File: src/verilog/svca_pkg.sv
package svca_pkg;

	// ------------------------------------------------------------------
	// Register map
	// ------------------------------------------------------------------
	localparam int        SVCA_REG_COUNT = 11;
	localparam logic [7:0] SVCA_BASE_ADDR = 8'h99;
	localparam logic [7:0] SVCA_LAST_ADDR = 8'ha3;

	localparam logic [7:0] SVCA_VBI_SIGNALLING_CONTROL  = 8'h99;
	localparam logic [7:0] SVCA_VBI_PAYLOAD_MID         = 8'h9a;
	localparam logic [7:0] SVCA_VBI_PAYLOAD_LOW         = 8'h9b;
	localparam logic [7:0] SVCA_SCALE_AND_PHASE_LSBS    = 8'h9c;
	localparam logic [7:0] SVCA_LUMA_SCALE_MSBS         = 8'h9d;
	localparam logic [7:0] SVCA_BLUE_CHROMA_SCALE_MSBS  = 8'h9e;
	localparam logic [7:0] SVCA_RED_CHROMA_SCALE_MSBS   = 8'h9f;
	localparam logic [7:0] SVCA_HUE_ADJUST              = 8'ha0;
	localparam logic [7:0] SVCA_BRIGHTNESS_AND_BLANKING = 8'ha1;
	localparam logic [7:0] SVCA_LUMA_SHAPING_GAIN       = 8'ha2;
	localparam logic [7:0] SVCA_CORING_GAIN             = 8'ha3;

	// Entry indices inside the bank, counted from the base address.
	localparam int SVCA_IDX_CTRL   = 0;
	localparam int SVCA_IDX_MID    = 1;
	localparam int SVCA_IDX_LOW    = 2;
	localparam int SVCA_IDX_LSBS   = 3;
	localparam int SVCA_IDX_LUMA   = 4;
	localparam int SVCA_IDX_BLUE   = 5;
	localparam int SVCA_IDX_RED    = 6;
	localparam int SVCA_IDX_HUE    = 7;
	localparam int SVCA_IDX_BRIGHT = 8;
	localparam int SVCA_IDX_SHAPE  = 9;
	localparam int SVCA_IDX_CORING = 10;

	localparam logic [7:0] SVCA_RESET_VALUE   = 8'h00;
	localparam logic [7:0] SVCA_MASK_FULL     = 8'hff;
	localparam logic [7:0] SVCA_MASK_SHAPE    = 8'h0f;

	// ------------------------------------------------------------------
	// Field positions
	// ------------------------------------------------------------------
	localparam int SVCA_BIT_WSS_ENABLE     = 7;
	localparam int SVCA_BIT_CGMS_EVEN      = 6;
	localparam int SVCA_BIT_CGMS_ODD       = 5;
	localparam int SVCA_BIT_CGMS_CRC       = 4;
	localparam int SVCA_BIT_WSS_BLANK      = 7;

	// ------------------------------------------------------------------
	// Gain codes
	// ------------------------------------------------------------------
	localparam logic [3:0] SVCA_SHAPE_CODE_MIN   = 4'h0;
	localparam logic [3:0] SVCA_SHAPE_CODE_UNITY = 4'h6;
	localparam logic [3:0] SVCA_SHAPE_CODE_MAX   = 4'hc;
	localparam logic [3:0] SVCA_CORING_CODE_MAX  = 4'h8;

	// ------------------------------------------------------------------
	// Carriers
	// ------------------------------------------------------------------
	typedef struct packed {
		logic [7:0] sub_address_bits;
		logic [7:0] wdata;
		logic       write_strobe;
		logic       read_strobe;
	} svca_access_t;

	typedef struct packed {
		logic        wss_enable;
		logic        cgms_even_enable;
		logic        cgms_odd_enable;
		logic        cgms_crc_enable;
		logic        wss_blank;
		logic [19:0] cgms_payload;
		logic [13:0] wss_payload;
	} svca_vbi_cfg_t;

	typedef struct packed {
		logic [9:0]        luma_scale;
		logic [9:0]        blue_chroma_scale;
		logic [9:0]        red_chroma_scale;
		logic [9:0]        subcarrier_phase;
		logic [7:0]        hue_adjust;
		logic [6:0]        brightness;
		logic              luma_shaping_filter_active;
		logic [3:0]        luma_shaping_filter_code;
		logic signed [4:0] luma_shaping_filter_steps;
		logic signed [5:0] border_coring_gain;
		logic signed [5:0] data_coring_gain;
	} svca_color_cfg_t;

endpackage

File: src/verilog/svca_regs.sv
`timescale 1ns/100ps

// Notes on behaviour
// - Control bit 5 enables odd-field copy signalling, bit 4 enables its automatic checksum.
// - Control bit 6 enables even-field copy signalling and bit 7 enables wide screen output.
// - Control bits 3:0 carry payload bits 19:16, mid bits 7:6 carry 15:14, mid bits 5:0 13:8.
// - The low payload register carries payload bits 7:0 for either signalling kind.
// - Luma scale is the luma MSB register over bits 1:0 of the shared LSB register.
// - Blue chroma scale is its MSB register over bits 3:2 of the shared LSB register.
// - Red chroma scale is its MSB register over bits 5:4 of the shared LSB register.
// - Bits 7:6 of the shared LSB register are the two low bits of the subcarrier phase.
// - The phase high byte comes from outside this bank and joins the two phase LSBs.
// - Hue is a full byte, brightness is seven bits, and bit 7 blanks the wide screen data.
// - The shaping-filter gain code runs from -4 dB at 0000 through 0 dB at 0110 to +4 dB at 1100.
// - The shaping-filter gain is applied only while the external enable bit is one.
// - Border coring code n gives +n/16 in sharpness mode and -n/8 in noise-reduction mode.
// - Data coring code n gives +n/16 in sharpness mode and -n/8 in noise-reduction mode.
module svca_regs
	import svca_pkg::*;
#(
	parameter int REG_COUNT = SVCA_REG_COUNT
) (
	input  wire logic                  clk,
	input  wire logic                  reset,
	input  wire svca_access_t          access,
	input  wire logic            [7:0] phase_msbs,
	input  wire logic                  luma_shaping_filter_enable,
	input  wire logic                  noise_reduction_sharpness_mode,
	output logic                 [7:0] rdata,
	output logic                       read_valid,
	output logic                       address_hit,
	output svca_vbi_cfg_t              vbi_cfg,
	output svca_color_cfg_t            color_cfg
);

	// ------------------------------------------------------------------
	// Address decode
	// ------------------------------------------------------------------
	logic [7:0] offset;
	logic [3:0] index;

	always_comb begin
		offset = access.sub_address_bits - SVCA_BASE_ADDR;
		index  = offset[3:0];
		// Addresses outside the bank are left to the neighbouring blocks.
		address_hit = (access.sub_address_bits >= SVCA_BASE_ADDR)
			&& (access.sub_address_bits <= SVCA_LAST_ADDR);
	end

	// ------------------------------------------------------------------
	// Register storage
	// ------------------------------------------------------------------
	logic [7:0] bank_reg  [REG_COUNT];
	logic [7:0] bank_next [REG_COUNT];

	genvar entry;
	generate
		for (entry = 0; entry < REG_COUNT; entry++) begin : g_entry
			localparam logic [7:0] MASK = (entry == SVCA_IDX_SHAPE) ?
				SVCA_MASK_SHAPE : SVCA_MASK_FULL;

			always_comb begin
				bank_next[entry] = bank_reg[entry];
				if (access.write_strobe && address_hit && (index == 4'(entry))) begin
					bank_next[entry] = access.wdata & MASK;
				end
			end

			always_ff @(posedge clk) begin
				if (reset) begin
					bank_reg[entry] <= SVCA_RESET_VALUE;
				end else begin
					bank_reg[entry] <= bank_next[entry];
				end
			end
		end
	endgenerate

	// ------------------------------------------------------------------
	// Read port
	// ------------------------------------------------------------------
	logic [7:0] rdata_reg;
	logic [7:0] rdata_next;
	logic       read_valid_reg;
	logic       read_valid_next;

	always_comb begin
		rdata_next      = rdata_reg;
		read_valid_next = access.read_strobe;
		if (access.read_strobe) begin
			// Unmapped addresses answer with zero.
			rdata_next = address_hit ? bank_reg[index] : 8'h00;
		end
	end

	always_ff @(posedge clk) begin
		if (reset) begin
			rdata_reg      <= 8'h00;
			read_valid_reg <= 1'b0;
		end else begin
			rdata_reg      <= rdata_next;
			read_valid_reg <= read_valid_next;
		end
	end

	assign rdata      = rdata_reg;
	assign read_valid = read_valid_reg;

	// ------------------------------------------------------------------
	// Gain decoding
	// ------------------------------------------------------------------
	logic signed [5:0] border_gain;
	logic signed [5:0] data_gain;

	svca_coring_decode u_border_decode (
		.code            (bank_reg[SVCA_IDX_CORING][3:0]),
		.sharpness_mode  (noise_reduction_sharpness_mode),
		.gain_sixteenths (border_gain)
	);

	svca_coring_decode u_data_decode (
		.code            (bank_reg[SVCA_IDX_CORING][7:4]),
		.sharpness_mode  (noise_reduction_sharpness_mode),
		.gain_sixteenths (data_gain)
	);

	logic [3:0] shape_code;

	always_comb begin
		shape_code = bank_reg[SVCA_IDX_SHAPE][3:0];
		// Codes past the +4 dB step saturate there.
		if (shape_code > SVCA_SHAPE_CODE_MAX) begin
			shape_code = SVCA_SHAPE_CODE_MAX;
		end
	end

	// ------------------------------------------------------------------
	// Decoded configuration
	// ------------------------------------------------------------------
	svca_vbi_cfg_t   vbi_reg;
	svca_vbi_cfg_t   vbi_next;
	svca_color_cfg_t color_reg;
	svca_color_cfg_t color_next;

	always_comb begin
		vbi_next.wss_enable       = bank_reg[SVCA_IDX_CTRL][SVCA_BIT_WSS_ENABLE];
		vbi_next.cgms_even_enable = bank_reg[SVCA_IDX_CTRL][SVCA_BIT_CGMS_EVEN];
		vbi_next.cgms_odd_enable  = bank_reg[SVCA_IDX_CTRL][SVCA_BIT_CGMS_ODD];
		vbi_next.cgms_crc_enable  = bank_reg[SVCA_IDX_CTRL][SVCA_BIT_CGMS_CRC];
		vbi_next.wss_blank        = bank_reg[SVCA_IDX_BRIGHT][SVCA_BIT_WSS_BLANK];
		vbi_next.cgms_payload     = {bank_reg[SVCA_IDX_CTRL][3:0],
			bank_reg[SVCA_IDX_MID][7:6],
			bank_reg[SVCA_IDX_MID][5:0],
			bank_reg[SVCA_IDX_LOW]};
		vbi_next.wss_payload      = {bank_reg[SVCA_IDX_MID][5:0],
			bank_reg[SVCA_IDX_LOW]};
	end

	always_comb begin
		color_next.luma_scale        = {bank_reg[SVCA_IDX_LUMA],
			bank_reg[SVCA_IDX_LSBS][1:0]};
		color_next.blue_chroma_scale = {bank_reg[SVCA_IDX_BLUE],
			bank_reg[SVCA_IDX_LSBS][3:2]};
		color_next.red_chroma_scale  = {bank_reg[SVCA_IDX_RED],
			bank_reg[SVCA_IDX_LSBS][5:4]};
		color_next.subcarrier_phase  = {phase_msbs,
			bank_reg[SVCA_IDX_LSBS][7:6]};
		color_next.hue_adjust        = bank_reg[SVCA_IDX_HUE];
		color_next.brightness        = bank_reg[SVCA_IDX_BRIGHT][6:0];
		color_next.luma_shaping_filter_active = luma_shaping_filter_enable;
		if (luma_shaping_filter_enable) begin
			color_next.luma_shaping_filter_code  = shape_code;
			color_next.luma_shaping_filter_steps =
				signed'({1'b0, shape_code}) - signed'({1'b0, SVCA_SHAPE_CODE_UNITY});
		end else begin
			// With the filter disabled the gain stays at unity.
			color_next.luma_shaping_filter_code  = SVCA_SHAPE_CODE_UNITY;
			color_next.luma_shaping_filter_steps = 5'sd0;
		end
		color_next.border_coring_gain = border_gain;
		color_next.data_coring_gain   = data_gain;
	end

	always_ff @(posedge clk) begin
		if (reset) begin
			vbi_reg   <= '0;
			color_reg <= '0;
		end else begin
			vbi_reg   <= vbi_next;
			color_reg <= color_next;
		end
	end

	assign vbi_cfg   = vbi_reg;
	assign color_cfg = color_reg;

endmodule

File: src/verilog/svca_coring_decode.sv
`timescale 1ns/100ps

// Turns a four-bit coring code into a signed gain counted in sixteenths.
module svca_coring_decode
	import svca_pkg::*;
(
	input  wire logic              [3:0] code,
	input  wire logic                    sharpness_mode,
	output logic signed            [5:0] gain_sixteenths
);

	logic [3:0] code_clamped;

	always_comb begin
		// Codes above eight are undefined; they saturate at the top step.
		code_clamped = (code > SVCA_CORING_CODE_MAX) ? SVCA_CORING_CODE_MAX : code;
		if (sharpness_mode) begin
			gain_sixteenths = signed'({2'b00, code_clamped});
		end else begin
			gain_sixteenths = -signed'({1'b0, code_clamped, 1'b0});
		end
	end

endmodule

File: config.mk
export PLATFORM = sky130hd
export DESIGN_NAME = svca_regs
export DESIGN_NICKNAME = d
export VERILOG_FILES = /design/src/verilog/svca_pkg.sv /design/src/verilog/svca_regs.sv /design/src/verilog/svca_coring_decode.sv
export SDC_FILE = /design/constraint.sdc
export NUM_CORES = 1
export LEC_CHECK = 0
export ABC_AREA = 1
export BUFFER_PORTS_ARGS = -buffer_cell sky130_fd_sc_hd__buf_2
export CORE_MARGIN = 3
export CORE_UTILIZATION = 37
export DETAILED_ROUTE_END_ITERATION = 7
export HOLD_SLACK_MARGIN = 0.02
export PLACE_DENSITY_LB_ADDON = 0.3
export SLEW_MARGIN = 20
export SYNTH_ARGS = -nofsm -noshare
export SYNTH_HDL_FRONTEND = slang
export SYNTH_HIERARCHICAL = 1
export SYNTH_SLANG_ARGS = --single-unit
File: constraint.sdc
create_clock -name clk -period 2.4 [get_ports clk]
set_input_delay 0.48 -clock clk [delete_from_list [all_inputs] [get_ports clk]]
set_output_delay 0.48 -clock clk [all_outputs]
set_load 0.01 [all_outputs]
# Word-level counts from Yosys, hierarchy flattened
# Memory sizes are Yosys's and may differ from the RTL's.
# Index checks and enable logic that the tools add are counted.
[totals]
memories = 1
elab_cells = 103
mem_bits_rw = 88
ff_bits = 125
[classes]
order_cmp = 5
add_sub_neg = 4
bitwise_logic = 12
mux = 32
reduce_logical = 16
eq_ne = 10
[memory_table]
columns = ["name", "depth", "width", "read_ports", "rd_clocked_by_memory_dff", "wr", "line_no", "source"]
rows = [
  ["bank_reg", 11, 8, 12, 0, 11, "svca_regs.sv:53", "logic [7:0] bank_reg [REG_COUNT];"],
]
[op_table]
columns = ["operator", "n"]
rows = [
  ["8-bit 2-to-1 mux", 24],
  ["4-bit 2-to-1 mux", 5],
  ["4-bit by 3-bit == test with 1-bit output (second input constant)", 4],
  ["1-bit logical AND", 13],
  ["4-bit == test (second input constant)", 3],
  ["4-bit > comparator (second input constant)", 3],
  ["5-bit negation with 6-bit output", 2],
  ["1-bit bitwise OR", 11],
  ["4-bit by 2-bit == test with 1-bit output (second input constant)", 2],
  ["8-bit greater-or-equal comparator (second input constant)", 1],
  ["8-bit <= comparator (second input constant)", 1],
  ["4-bit by 3-bit subtractor with 5-bit output (second input constant)", 1],
  ["4-bit by 1-bit == test with 1-bit output (second input constant)", 1],
  ["4-bit logical NOT", 1],
  ["2-bit OR reduction", 2],
  ["4-bit subtractor (second input constant)", 1],
  ["1-bit 2-to-1 mux", 3],
  ["1-bit NOT", 1],
]

# Depth between registers and ports, before layout
[depth]
depth_word = 6
ltp_mapped = 14

# By module
# Netlist, hierarchy kept.
[by_module_without_submodules]
columns = ["mod", "instances", "area_each_um2", "cells_per_inst"]
rows = [
  ["svca_regs", 1, 7768.7, 1090],
  ["svca_coring_decode", 2, 123.9, 24],
]

# Least setup slack after synthesis
# OpenSTA, ideal clock, no wires.
[synth_path]
path_kind = "input to register"
from = "input access[10] (netlist name)"
to = "memory bank_reg[0][5]"
setup_ns = 0.113
arrival_time_ns = 2.157
cell_stages = 13
slack_ns = 0.131
required_ns = 2.287
cell_sequence = "buf_6 > inv_2 > clkbuf_1 > ha_1 > nand2_1 > nand2_2 > buf_4 > nand3_2 > nor2_8 > buf_6 > nand2_1 > nand2_1 > nor2_1"
[synth_lines]
columns = ["element", "line_no", "source"]
rows = [
  ["from (decl)", "svca_regs.sv:25", "input wire svca_access_t access,"],
  ["to (decl)", "svca_regs.sv:53", ""],
]

# Worst setup path in the final report
[layout_path]
from = "input access[11] (netlist name)"
to = "output address_hit"
[layout_between]
elab_chain_len = 2
[layout_lines]
columns = ["element", "line_no", "source"]
rows = [
  ["8-bit greater-or-equal comparator or 8-bit <= comparator (tied branches)", "svca_regs.sv:46, svca_regs.sv:47", ""],
  ["1-bit logical AND *", "svca_regs.sv:47", "&& (access.sub_address_bits <= SVCA_LAST_ADDR);"],
  ["to (decl)", "svca_regs.sv:31", "output logic address_hit,"],
]
# Every way passes the cells marked *; elsewhere a longest branch is shown, timed or not.

==> impl_metrics.tcl <==
set metrics [dict create \
    placementRows 53 \
    netlist_area_um2 8020 \
    place.port_buffers 155 \
    setup_viol 0 \
    clk_path_buf_depth 2 \
    hpwl_um 14400 \
    cts_resized 0 \
    largest_reg_flops 84 \
    grt_pass1_vias 6450 \
    core_um2 21200 \
    rsz0062_at_grt "no" \
    total_power_mw 6.70 \
    holdBufCountCts 0 \
    cts_root_buf "clkbuf_16" \
    yosysSeqAreaShare_pct 48.4 \
    fin_tns_setup_ns 0 \
    synth_nets 1177 \
    slew_headroom_pct 57.3 \
    synthArstFlopShare_pct 0 \
    grt.overflow.total 0 \
    critPathKind "in2out" \
    nets 1297 \
    drt.antenna.violating_nets 0 \
    synth_largest_area_cell "dfxtp_1" \
    ys_top_cells_by_area "dfxtp_1 48%, nand2_1 15%, nor2_1 14%" \
    h-tree-depth 4 \
    synth_top_cell_area_share_pct 48.4 \
    grt_usage_pct 17.7 \
    syn_area_per_cell_um2 7.04 \
    fill_cells 2188 \
    cp_data_required_time_ns 1.92 \
    path_buf_inv 3 \
    die_h_um 153 \
    worstMarginPinSlew_ns 0.640 \
    grt_max_degree 64 \
    utilization_pct 44.8 \
    synth_flop_cell "dfxtp_1" \
    cts_num_sinks 194 \
    fin_crit_ns 2.05 \
    drt-total-wl_um 20500 \
    wire_per_inst_um 13.2 \
    area.growth.synth_to_final_pct 18.2 \
    critPathArrivalTime_ns 1.57 \
    crit_path_max_fanout 4 \
    final.setup_skew_ns 0.00887 \
    synth.top_cells.by_count "326 x nand2_1, 305 x nor2_1, 194 x dfxtp_1" \
    drv_slew 0 \
    grt_pass1_wl_um 33400 \
    antenna_found_initial 3 \
    synth_cells 1138 \
    initial_core_util_pct 37.9 \
    cpLargestDelayFamily "simple AND/OR/NAND/NOR gates" \
    synth_edf_count 0 \
    layout-drive-gt1-share_pct 18.1 \
    yosys_warnings 6 \
    gp_congestion 0.884 \
    critPathCaptureType "output pin" \
    cp_cell_sequence "buf_2 -> inv_1 -> ha_1 -> nand3_1 -> nand2_1 -> nand2_1 -> and2_1 -> buf_2" \
    hold_class "in2reg" \
    pre_cts_ws_ns 0.195 \
    drtPass1Iterations 5 \
    ios 156 \
    slowest_stage "ha_1" \
    via_per_inst 4.50 \
    fin_crit_sh_pct 85.4 \
    cp-start-kind "primary input" \
    max_freq_mhz 488 \
    yosysMostFrequentCell "nand2_1" \
    drt_iter0_drc 575 \
    clock_latency_ns 0.43 \
    clk_pin_slew_ns 0.07 \
    tritoncts "built" \
    die_w_um 153 \
    drc 0 \
    layout_setup_ws_ns 0.351 \
    cts_setup_buffers 0 \
    die_area_um2 23500 \
    num_vias 6962 \
    reg2reg_slack_ns 0.97 \
    p_leak_nw 4.57 \
    ys_types 29 \
    ir_worst_vdd_mv 0.429 \
    cts_buffers 17 \
    outcome "completed" \
    power.density_nw_per_um2 707 \
    cap_violations 0 \
    finalHoldViolCount 0 \
    ys_ff_latch 194 \
    worst_path_largest_cell_delay_ns 0.22 \
]
## worst register-to-register path, delay by kind of cell (launching register included)
family	cells	cell delay, ns
DFF	1	0.36
buffers and inverters	2	0.07
and+or+nand+nor	7	0.58
adders and majority gates	1	0.23
AOI/OAI and AO/OA	1	0.08
## cells in the final DEF (no fill, tap or decap), drive strengths merged, types with 2 or more instances in the layout
master      n
clkinvlp    2
o31ai       2
dfxtp     194
bufinv      3
clkbuf     19
ha          9
o211ai      4
nand3      56
a31oi       4
buf       169
inv       133
a21oi      13
nand2     328
nor2      318
o21ai       5
clkinv      8
## final cells by class
cell class	count	area, um^2	area share [%]
antenna	1	2.50	0.0264
clock buffer	19	443	4.67
clock inverter	13	174	1.83
inverter	133	499	5.27
multi-input combinational	743	3210	33.9
sequential	194	3880	41.0
tap	275	344	3.63
timing repair buffer	169	921	9.72
## final timing paths
path	startpoint	endpoint	cells after the start
setup / recovery	access[11]	address_hit	8
hold / removal	luma_shaping_filter_enable	color_cfg[19]$_SDFF_PP0_	2
setup reg to reg	bank_reg[10][0]$_SDFFE_PP0P_	color_cfg[9]$_SDFF_PP0_	11
hold reg to reg	bank_reg[8][2]$_SDFFE_PP0P_	color_cfg[24]$_SDFF_PP0_	2
## cell families (layout without fill, tap and decap cells)
logic type	Yosys count	after routing	share of synthesized area (%)
adder cells (fa/ha/maj)	9	9	1.40
buffers and inverters	201	334	11.5
AND/OR/NAND/NOR	704	704	36.3
XOR/XNOR	1	1	0.109
other	0	1	0
AO/OA/AOI/OAI	29	29	2.26
flip-flops	194	194	48.4
## report_power, final
part / switching (mW) / total [mW] / internal [mW]
registers: 0.00822 / 3.25 / 3.24
clock network: 1.28 / 2.97 / 1.69
logic: 0.332 / 0.480 / 0.147
total: 1.62 / 6.70 / 5.08
## stage by stage
stage | std cells | hold WS [ns] | instance area (um^2)
floorplan | 1138 | 0.417 | 8020
global placement | 1514 | 0.432 | 8860
detailed placement | 1514 | 0.435 | 8860
CTS | 1546 | 0.217 | 9480
global route | 1547 | 0.221 | 9480
finish | 1547 | 0.241 | 9480
## routing by layer
metal / track usage, % / vias up / part of all wire [%]
li1: - / 3599 / -
met1: 25.0 / 3097 / 48
met2: 26.5 / 232 / 43
met3: 4.53 / 30 / 7.4
met4: 5.56 / 4 / 1.7
met5: 0 / - / 0.078
Power figures use the tool's default switching activity.
